==> src/core/dmlc_pkg.sv <==
package dmlc_pkg;

    // ************************************************
    // bus geometry
    // ************************************************
    localparam int ADDR_W = 12;
    localparam int DATA_W = 32;
    localparam int REG_W = 8;
    localparam int IDX_W = 10;

    // ************************************************
    // register indices; byte address is four times the index
    // ************************************************
    localparam logic [IDX_W-1:0] IDX_DITHER = 10'h09D;
    localparam logic [IDX_W-1:0] IDX_MARKER = 10'h160;
    localparam logic [IDX_W-1:0] IDX_LINK_EN = 10'h200;
    localparam logic [IDX_W-1:0] IDX_MODE = 10'h201;
    localparam logic [IDX_W-1:0] IDX_AUX = 10'h300;
    localparam logic [IDX_W-1:0] IDX_STATUS = 10'h301;
    localparam logic [1:0] BYTE_LANE0 = 2'h0;

    // ************************************************
    // field positions and widths
    // ************************************************
    localparam int DITH_EN_BIT = 0;
    localparam int DITH_AMP_BIT = 1;
    localparam int DITH_ERR_BIT = 2;
    localparam int DITH_W = 3;
    localparam int MARKER_EN_BIT = 0;
    localparam int LINK_EN_BIT = 0;
    localparam int MODE_W = 6;
    localparam int CAL_EN_BIT = 0;
    localparam int RECV_EN_BIT = 1;
    localparam int AUX_W = 2;
    localparam int STAT_ACTIVE_BIT = 0;
    localparam int STAT_LMFC_LSB = 8;

    // ************************************************
    // reset values
    // ************************************************
    localparam logic [DITH_W-1:0] RST_DITHER = 3'h0;
    localparam logic RST_MARKER = 1'b0;
    localparam logic RST_LINK_EN = 1'b1;
    localparam logic [MODE_W-1:0] RST_MODE = 6'h00;
    localparam logic [AUX_W-1:0] RST_AUX = 2'h0;

    // ************************************************
    // bus responses
    // ************************************************
    localparam logic [1:0] RESP_OKAY = 2'h0;
    localparam logic [1:0] RESP_SLVERR = 2'h2;

    // ************************************************
    // sample path and link framing
    // ************************************************
    localparam int ADC_W = 12;
    localparam int LINK_W = 16;
    localparam int PIPE_DEPTH = 4;
    localparam int CS_W = 2;
    localparam logic [CS_W-1:0] ILA_CS = 2'h0;
    localparam int LMFC_W = 5;
    localparam logic [LMFC_W-1:0] LMFC_LAST = 5'h1F;
    localparam logic [LMFC_W-1:0] LMFC_ZERO = 5'h00;
    localparam logic [LMFC_W-1:0] LMFC_ONE = 5'h01;

endpackage

==> src/core/dmlc_delay.sv <==
// fixed-depth delay line shared by sample and marker paths
module dmlc_delay
    import dmlc_pkg::*;
#(
    parameter int WIDTH = 13,
    parameter int DEPTH = 4
) (
    // clock and reset
    input wire logic aclk,
    input wire logic aresetn,
    // data
    input wire logic [WIDTH-1:0] din,
    output logic [WIDTH-1:0] dout
);

    // ************************************************
    // shift stages
    // ************************************************
    logic [WIDTH-1:0] stage_q [DEPTH];
    logic [WIDTH-1:0] stage_d [DEPTH];

    // next values: stage 0 takes din, each later stage takes its predecessor
    always_comb begin
        stage_d[0] = din;
        for (int i = 1; i < DEPTH; i++) begin
            stage_d[i] = stage_q[i-1];
        end
    end

    // register the stages
    always_ff @(posedge aclk) begin
        for (int i = 0; i < DEPTH; i++) begin
            if (!aresetn) begin
                stage_q[i] <= '0;
            end else begin
                stage_q[i] <= stage_d[i];
            end
        end
    end

    assign dout = stage_q[DEPTH-1];

endmodule

==> src/core/dmlc_top.sv <==
module dmlc_top
    import dmlc_pkg::*;
(
    // clock and reset
    input wire logic aclk,
    input wire logic aresetn,
    // axi4-lite write address
    input wire logic [ADDR_W-1:0] s_axi_awaddr,
    input wire logic s_axi_awvalid,
    output logic s_axi_awready,
    // axi4-lite write data
    input wire logic [DATA_W-1:0] s_axi_wdata,
    input wire logic [3:0] s_axi_wstrb,
    input wire logic s_axi_wvalid,
    output logic s_axi_wready,
    // axi4-lite write response
    output logic [1:0] s_axi_bresp,
    output logic s_axi_bvalid,
    input wire logic s_axi_bready,
    // axi4-lite read address
    input wire logic [ADDR_W-1:0] s_axi_araddr,
    input wire logic s_axi_arvalid,
    output logic s_axi_arready,
    // axi4-lite read data
    output logic [DATA_W-1:0] s_axi_rdata,
    output logic [1:0] s_axi_rresp,
    output logic s_axi_rvalid,
    input wire logic s_axi_rready,
    // converter core controls
    output logic dither_enable_bit,
    output logic dither_amplitude_select,
    output logic dither_rounding_select,
    output logic cal_enable,
    output logic marker_receiver_enable,
    // sample path
    input wire logic [ADC_W-1:0] adc_sample,
    input wire logic timestamp_in,
    output logic [LINK_W-1:0] link_sample,
    output logic [CS_W-1:0] ila_control_bits,
    // link subsystem controls
    input wire logic sysref,
    output logic [MODE_W-1:0] link_output_mode,
    output logic link_reset_n,
    output logic serializer_power_down,
    output logic link_clock_enable,
    output logic [LMFC_W-1:0] lmfc_count
);

    // ************************************************
    // state
    // ************************************************
    logic aw_full_q, aw_full_d;
    logic [IDX_W-1:0] aw_idx_q, aw_idx_d;
    logic w_full_q, w_full_d;
    logic [REG_W-1:0] wdata_q, wdata_d;
    logic wlane_q, wlane_d;
    logic bvalid_q, bvalid_d;
    logic [1:0] bresp_q, bresp_d;
    logic rvalid_q, rvalid_d;
    logic [DATA_W-1:0] rdata_q, rdata_d;
    logic [1:0] rresp_q, rresp_d;
    logic [DITH_W-1:0] dither_q, dither_d;
    logic marker_en_q, marker_en_d;
    logic link_en_q, link_en_d;
    logic [MODE_W-1:0] mode_q, mode_d;
    logic [AUX_W-1:0] aux_q, aux_d;
    logic [LMFC_W-1:0] lmfc_q, lmfc_d;
    logic [LINK_W-1:0] sample_q, sample_d;

    logic do_write;
    logic wr_hit;
    logic [IDX_W-1:0] ar_idx;
    logic rd_hit;
    logic [DATA_W-1:0] rd_word;
    logic [ADC_W:0] dly_in;
    logic [ADC_W:0] dly_out;

    // ************************************************
    // channel handshakes
    // ************************************************
    assign s_axi_awready = !aw_full_q;
    assign s_axi_wready = !w_full_q;
    assign s_axi_arready = !rvalid_q;
    assign do_write = aw_full_q && w_full_q && !bvalid_q;
    assign ar_idx = s_axi_araddr[ADDR_W-1:2];

    // write address decode
    always_comb begin
        case (aw_idx_q)
            IDX_DITHER, IDX_MARKER, IDX_LINK_EN, IDX_MODE, IDX_AUX: begin
                wr_hit = 1'b1;
            end
            default: begin
                wr_hit = 1'b0;
            end
        endcase
    end

    // read mux; reserved bits read zero
    always_comb begin
        rd_word = '0;
        rd_hit = 1'b1;
        case (ar_idx)
            IDX_DITHER: begin
                rd_word[DITH_W-1:0] = dither_q;
            end
            IDX_MARKER: begin
                rd_word[MARKER_EN_BIT] = marker_en_q;
            end
            IDX_LINK_EN: begin
                rd_word[LINK_EN_BIT] = link_en_q;
            end
            IDX_MODE: begin
                rd_word[MODE_W-1:0] = mode_q;
            end
            IDX_AUX: begin
                rd_word[AUX_W-1:0] = aux_q;
            end
            IDX_STATUS: begin
                rd_word[STAT_ACTIVE_BIT] = link_en_q;
                rd_word[STAT_LMFC_LSB +: LMFC_W] = lmfc_q;
            end
            default: begin
                rd_hit = 1'b0;
            end
        endcase
    end

    // ************************************************
    // bus and register next values
    // ************************************************
    always_comb begin
        aw_full_d = aw_full_q;
        aw_idx_d = aw_idx_q;
        w_full_d = w_full_q;
        wdata_d = wdata_q;
        wlane_d = wlane_q;
        bvalid_d = bvalid_q;
        bresp_d = bresp_q;
        rvalid_d = rvalid_q;
        rdata_d = rdata_q;
        rresp_d = rresp_q;
        dither_d = dither_q;
        marker_en_d = marker_en_q;
        link_en_d = link_en_q;
        mode_d = mode_q;
        aux_d = aux_q;

        // address and data may arrive in either order
        if (s_axi_awvalid && !aw_full_q) begin
            aw_full_d = 1'b1;
            aw_idx_d = s_axi_awaddr[ADDR_W-1:2];
        end
        if (s_axi_wvalid && !w_full_q) begin
            w_full_d = 1'b1;
            wdata_d = s_axi_wdata[REG_W-1:0];
            wlane_d = s_axi_wstrb[BYTE_LANE0];
        end

        // response leaves once taken
        if (bvalid_q && s_axi_bready) begin
            bvalid_d = 1'b0;
        end

        // commit once both halves are held and no response is pending; only defined bits are kept
        if (do_write) begin
            aw_full_d = 1'b0;
            w_full_d = 1'b0;
            bvalid_d = 1'b1;
            bresp_d = wr_hit ? RESP_OKAY : RESP_SLVERR;
            if (wlane_q) begin
                case (aw_idx_q)
                    IDX_DITHER: begin
                        dither_d = wdata_q[DITH_W-1:0];
                    end
                    IDX_MARKER: begin
                        marker_en_d = wdata_q[MARKER_EN_BIT];
                    end
                    IDX_LINK_EN: begin
                        link_en_d = wdata_q[LINK_EN_BIT];
                    end
                    IDX_MODE: begin
                        mode_d = wdata_q[MODE_W-1:0];
                    end
                    IDX_AUX: begin
                        aux_d = wdata_q[AUX_W-1:0];
                    end
                    default: begin
                        aux_d = aux_q;
                    end
                endcase
            end
        end

        // read answer one cycle after the address is taken
        if (rvalid_q && s_axi_rready) begin
            rvalid_d = 1'b0;
        end
        if (s_axi_arvalid && !rvalid_q) begin
            rvalid_d = 1'b1;
            rdata_d = rd_word;
            rresp_d = rd_hit ? RESP_OKAY : RESP_SLVERR;
        end
    end

    // register bus and control state
    always_ff @(posedge aclk) begin
        if (!aresetn) begin
            aw_full_q <= 1'b0;
            aw_idx_q <= '0;
            w_full_q <= 1'b0;
            wdata_q <= '0;
            wlane_q <= 1'b0;
            bvalid_q <= 1'b0;
            bresp_q <= RESP_OKAY;
            rvalid_q <= 1'b0;
            rdata_q <= '0;
            rresp_q <= RESP_OKAY;
            dither_q <= RST_DITHER;
            marker_en_q <= RST_MARKER;
            link_en_q <= RST_LINK_EN;
            mode_q <= RST_MODE;
            aux_q <= RST_AUX;
        end else begin
            aw_full_q <= aw_full_d;
            aw_idx_q <= aw_idx_d;
            w_full_q <= w_full_d;
            wdata_q <= wdata_d;
            wlane_q <= wlane_d;
            bvalid_q <= bvalid_d;
            bresp_q <= bresp_d;
            rvalid_q <= rvalid_d;
            rdata_q <= rdata_d;
            rresp_q <= rresp_d;
            dither_q <= dither_d;
            marker_en_q <= marker_en_d;
            link_en_q <= link_en_d;
            mode_q <= mode_d;
            aux_q <= aux_d;
        end
    end

    assign s_axi_bvalid = bvalid_q;
    assign s_axi_bresp = bresp_q;
    assign s_axi_rvalid = rvalid_q;
    assign s_axi_rdata = rdata_q;
    assign s_axi_rresp = rresp_q;

    // ************************************************
    // converter core controls
    // ************************************************
    assign dither_enable_bit = dither_q[DITH_EN_BIT];
    assign dither_amplitude_select = dither_q[DITH_AMP_BIT];
    assign dither_rounding_select = dither_q[DITH_ERR_BIT];
    assign cal_enable = aux_q[CAL_EN_BIT];
    assign marker_receiver_enable = aux_q[RECV_EN_BIT];
    assign link_output_mode = mode_q;

    // ************************************************
    // link gating
    // ************************************************
    assign link_reset_n = link_en_q;
    assign serializer_power_down = !link_en_q;
    assign link_clock_enable = link_en_q;

    // ************************************************
    // multiframe counter
    // ************************************************
    always_comb begin
        if (!link_en_q) begin
            lmfc_d = LMFC_ZERO;
        end else if (sysref) begin
            lmfc_d = LMFC_ZERO;
        end else if (lmfc_q == LMFC_LAST) begin
            lmfc_d = LMFC_ZERO;
        end else begin
            lmfc_d = lmfc_q + LMFC_ONE;
        end
    end

    // register the counter
    always_ff @(posedge aclk) begin
        if (!aresetn) begin
            lmfc_q <= LMFC_ZERO;
        end else begin
            lmfc_q <= lmfc_d;
        end
    end

    assign lmfc_count = lmfc_q;

    // ************************************************
    // sample path with marker insertion
    // ************************************************
    assign dly_in = {adc_sample, timestamp_in};

    // sample and marker travel the same stages
    dmlc_delay #(
        .WIDTH(ADC_W + 1),
        .DEPTH(PIPE_DEPTH)
    ) u_align (
        .aclk(aclk),
        .aresetn(aresetn),
        .din(dly_in),
        .dout(dly_out)
    );

    // left-justify the converter word; bit 0 of the field holds the marker
    always_comb begin
        sample_d = '0;
        if (link_en_q) begin
            sample_d[LINK_W-1 -: ADC_W] = dly_out[ADC_W:1];
            sample_d[0] = marker_en_q && dly_out[0];
        end
    end

    // register the outgoing sample
    always_ff @(posedge aclk) begin
        if (!aresetn) begin
            sample_q <= '0;
        end else begin
            sample_q <= sample_d;
        end
    end

    assign link_sample = sample_q;
    assign ila_control_bits = ILA_CS;

endmodule

==> config.mk <==
export PLATFORM = sky130hd
export DESIGN_NAME = dmlc_top
export DESIGN_NICKNAME = d
export VERILOG_FILES = /design/src/core/dmlc_pkg.sv /design/src/core/dmlc_delay.sv /design/src/core/dmlc_top.sv
export SDC_FILE = /design/constraint.sdc
export NUM_CORES = 1
export LEC_CHECK = 0
export ABC_AREA = 1
export BUFFER_PORTS_ARGS = -buffer_cell sky130_fd_sc_hd__clkbuf_2
export CORE_MARGIN = 4
export CORE_UTILIZATION = 34
export CTS_CLUSTER_DIAMETER = 50
export CTS_CLUSTER_SIZE = 28
export DETAILED_ROUTE_END_ITERATION = 8
export PLACE_DENSITY = 0.69
export RECOVER_POWER = 50
export SLEW_MARGIN = 20
export SYNTH_ARGS = -nofsm -noshare
export SYNTH_HDL_FRONTEND = slang
export SYNTH_SLANG_ARGS = --single-unit
==> constraint.sdc <==
create_clock -name aclk -period 2.7 [get_ports aclk]
set_input_delay 0.54 -clock aclk [delete_from_list [all_inputs] [get_ports aclk]]
set_output_delay 0.54 -clock aclk [all_outputs]
set_load 0.01 [all_outputs]
After elaboration in Yosys (flattened, before gate mapping)
Memory sizes are Yosys's and may differ from the RTL's.
Cells that the tools add are included.
{"block": "totals", "ff_bits": 70, "ram_bits": 52, "input_bits": 81, "output_inout_bits": 78, "elab_cells": 83, "n_memories": 1}
{"name": "u_align.stage_q", "words": 4, "word_bits": 13, "rd": 4, "rd_ports_with_merged_regs": 0, "write_ports": 4, "line": "dmlc_delay.sv:19", "text": "logic [WIDTH-1:0] stage_q [DEPTH];"}
{"block": "op_classes", "add_sub_neg": 1, "eq_ne": 12, "n_mux": 19, "n_bitwise": 6, "reduce_logical": 26}
{"op": "equality test 10 bit, second input constant", "count": 7}
{"op": "two-way mux 13 bit", "count": 4}
{"op": "equality test 10 x 8 -> 1 bit, second input constant", "count": 2}
{"op": "equality test 10 x 9 -> 1 bit, second input constant", "count": 2}
{"op": "AND reduction 3 bit", "count": 5}
{"op": "logical AND 1 bit", "count": 8}
{"op": "two-way mux 1 bit", "count": 8}
{"op": "OR reduction 6 bit", "count": 1}
{"op": "adder 5 x 1 -> 5 bit, second input constant", "count": 1}
{"op": "equality test 5 bit, second input constant", "count": 1}
{"op": "zero test 1 bit", "count": 5}
{"op": "two-way mux 5 bit", "count": 1}
{"op": "one-hot mux 1 bit (5 select lines)", "count": 1}
{"op": "OR reduction 5 bit", "count": 1}
{"op": "two-way mux 2 bit", "count": 2}
{"op": "bitwise OR 1 bit", "count": 4}
{"op": "nonzero test 2 bit", "count": 2}
{"op": "OR reduction 2 bit", "count": 2}
{"op": "OR reduction 4 bit", "count": 1}
{"op": "two-way mux 3 bit", "count": 1}
{"op": "one-hot mux 1 bit (3 select lines)", "count": 1}
{"op": "inverter 1 bit", "count": 2}
{"op": "one-hot mux 1 bit (2 select lines)", "count": 1}
{"op": "AND reduction 2 bit", "count": 1}

Depth between registers and ports, before layout
{"block": "depth", "ltp_word": 4, "mapped_depth": 10, "ltp_nobuf": 10}

Modules after synthesis
Synthesis repeated with hierarchy kept, for this count alone.
{"block": "unflattened", "cells_unflattened": 569, "area_unflattened_um2": 4471.8}
{"module": "dmlc_top", "n_inst": 1, "cells_each": 407, "area_each_um2": 2976.6, "seq_area_each_um2": 1301.2}
{"module": "dmlc_delay", "n_inst": 1, "cells_each": 162, "area_each_um2": 1495.2, "seq_area_each_um2": 1041.0}

Least setup slack after synthesis
Ideal clock, no wire load.
{"block": "synth_path", "path_type": "register to register", "from": "reg lmfc_q[0], in the netlist lmfc_count[0]", "to": "reg lmfc_q[2], in the netlist lmfc_count[2]", "setup_time_ns": 0.080, "t_arrival_ns": 1.397, "t_required_ns": 2.620, "slack_ns": 1.223, "path_stages_with_launch": 7, "n_path_buf": 0, "period_less_slack_ns": 1.477, "path_cell_list": "dfxtp_1 > ha_1 > nand2_1 > nor2_1 > ha_1 > or3_4 > nor3b_1"}
{"block": "synth_via", "elab_chain_cells": 2, "word_cells_on_any_way": 3, "classes_between": "add/sub (1); eq/ne (1); reduce/logical (1)"}
{"element": "start: declaration", "line": "dmlc_top.sv:67", "text": "logic [LMFC_W-1:0] lmfc_q, lmfc_d;"}
{"element": "start signal: assignment", "line": "dmlc_top.sv:286", "text": "lmfc_q <= lmfc_d;"}
{"element": "branches (longest 2 deep; another with adder 5 x 1 -> 5 bit)"}
Several ways; the timed one is not identified.
A chain may end at the register's enable or synchronous reset.

==> out/results.ini <==
[setup_path]
crit_required_ps = 3040
crit_arrival_ps = 2080
cp_max_fo = 57
startpoint_type = primary input
worst-setup-path-type = in2reg
endpoint_kind = flop

[pwr]
p_leak_nw = 2.96
peakVddDrop_mv = 0.389
power_density_nw_per_um2 = 814

[die]
start_util_pct = 34.9
die_x_um = 122
core_um2 = 12700
std_cell_rows = 41
ioPinCount = 159
dieArea_um2 = 14900
die_h_um = 122

[grt]
grt_max_degree = 58
grt.total_usage_pct = 11.9
first_global_vias = 2827
grt_overflow = 0
grt_pass1_wl_mm = 13.6
antenna_found_initial = 0

[cts]
path_clk_slew_ps = 50
htree_levels = 4
numCtsBuffers = 17
root_buffer = clkbuf_16
cts_tree = yes
hold_buffers = 0
ctsResizeCount = 0
insertion_delay_ps = 410
post_cts_buffers = 0
cts.sink_count = 117
clockBufferDepth = 2

[logic_synthesis]
synthTopCellsByCount = dfxtp_1 (117), nand2_1 (109), inv_1 (105), nor2_1 (75), o21ai_0 (33)
synth_seq_cells = 117
ys_seq_area_share_pct = 53.0
synthCells = 563
synth_edf_count = 0
async_flop_share_pct = 0
synth.distinct_cells = 31
yosysTopAreaCell = dfxtp_1
ys.warnings.count = 0
avgSynthCellArea_um2 = 7.85
synthTopCellsByArea = dfxtp_1 (53%), nand2_1 (9.3%), inv_1 (8.9%), nor2_1 (6.4%), buf_4 (4.9%)
synthFlopType = dfxtp_1
synth.top_cell.area_share_pct = 53.0
syn_area_um2 = 4420
synth.most_common_cell = dfxtp_1

[sta]
period_share_pct = 64.6
finalCriticalPeriod_ps = 1750
final_max_slew_viol_count = 0
hold_viol = 0
setup_viol_count_final = 0
rsz0062_at_grt = false
worstMarginPinSlew_ps = 1050
max_freq_mhz = 573
relSlewSlack_pct = 29.9
finClkSkew_ps = 9.28
tns_ps = 0

[routing]
drcViolationCount = 0
wl_per_cell_um = 10.4
drtAntennaViolNets = 0
dr.first_iter.drc_count = 155
drt_pass1_iterations = 4
routed_via_density = 3.95
num_vias = 3352
wl_mm = 8.78

[cells_and_area]
drive_above_1_share_pct = 21.7
antenna_cells = 0
layout.nets = 746
area_growth_pct = 26.8
n_fill_cell = 1309
fin_util_pct = 44.2

[flow_run]
max_cap_viol_count = 0

[place]
io_buffers = 97
dp_hpwl_mm = 6.27
place.gp.congestion = 0.822

[run_status]
status = finished, final reports clean

[hold_path]
hp-class = in2reg

-- report_power, final --
group	total, W	leakage [nW]	switching [W]	internal (W)
logic	0.000260	1.70	0.000169	0.0000918
clock network	0.00247	0.309	0.000799	0.00167
registers	0.00183	0.958	0.0000364	0.00180
-- placed cells by master, fill, tap and decap left out, types with 4 or more instances in the layout --
cell,Yosys,final
nand4_1,10,10
inv_1,105,105
nor3_1,4,4
clkbuf_2,0,97
clkbuf_16,0,17
conb_1,1,28
nand3_1,12,12
o21ai_0,33,33
a21oi_1,25,25
bufinv_16,0,5
clkinvlp_4,0,4
nand2_1,109,109
nor3b_2,4,4
nor2_1,75,75
dfxtp_1,117,117
-- routing by layer --
layer / vias up / GRT usage (%) / routed length [um]
li1: 1842 / - / -
met1: 1390 / 16.2 / 4280
met2: 104 / 16.7 / 3740
met3: 16 / 4.32 / 593
met4: 0 / 5.67 / 165
met5: - / 0 / 0
-- critical path: stages --
cell,delay (ps)
clkbuf_1,270
clkbuf_2,870
o21ai_0,220
a21oi_1,170
-- kinds of logic (layout without fill, tap and decap cells) --
family	after synthesis	in the layout	share of synthesized area, %
other cells	1	28	0.0849
flops	117	117	53.0
buf+inv	154	240	15.8
simple gates	229	229	23.6
compound gates	60	60	6.91
fa+ha+maj	2	2	0.566
-- sequential cells by signal, summed over array words and instances (netlist names) --
| register | flops |
|---|---|
| wlane_q | 1 |
| s_axi_rvalid | 1 |
| s_axi_bresp | 1 |
| lmfc_count | 5 |
| s_axi_rdata | 11 |
| marker_en_q | 1 |
| dither_q | 3 |
| wdata_q | 6 |
| u_align.stage_q | 52 |
| aux_q | 2 |
| link_clock_enable | 1 |
| link_sample | 13 |
| aw_idx_q | 10 |
| s_axi_rresp | 1 |
| aw_full_q | 1 |
| w_full_q | 1 |
| link_output_mode | 6 |
| s_axi_bvalid | 1 |
-- layout make-up --
type | count | area (um2) | area share (%)
timing repair buffer | 99 | 493 | 8.80
clock buffer | 18 | 439 | 7.84
tap | 172 | 215 | 3.84
inverter | 109 | 409 | 7.30
clock inverter | 14 | 224 | 4.00
sequential | 117 | 2340 | 41.8
multi-input combinational | 319 | 1480 | 26.4
-- worst paths after layout --
kind	to	from	cells after the start	slack, ps
hold / removal	u_align.stage_q[0][2]$_SDFF_PN0_	adc_sample[1]	3	310
setup / recovery	s_axi_rdata[12]$_SDFFE_PN0P_	aresetn	4	950
setup reg to reg	lmfc_count[2]$_SDFF_PP0_	link_clock_enable$_SDFFE_PN1P_	3	1080
hold reg to reg	link_sample[9]$_SDFF_PN0_	u_align.stage_q[3][6]$_SDFF_PN0_	2	400
-- stage by stage --
step / instance area (um2) / hold WS [ps] / worst slack (ps) / instances / total power, W
5_1_grt: 5600 / 304 / 640 / 848 / 0.00474
2_1_floorplan: 4520 / 390 / 1220 / 590 / 0.00207
3_3_place_gp: 4950 / 394 / 878 / 816 / 0.00213
3_5_place_dp: 4950 / 395 / 822 / 816 / 0.00213
6_report: 5600 / 313 / 955 / 848 / 0.00456
4_1_cts: 5610 / 288 / 927 / 848 / 0.00463
(Power assumes the default switching activity.)
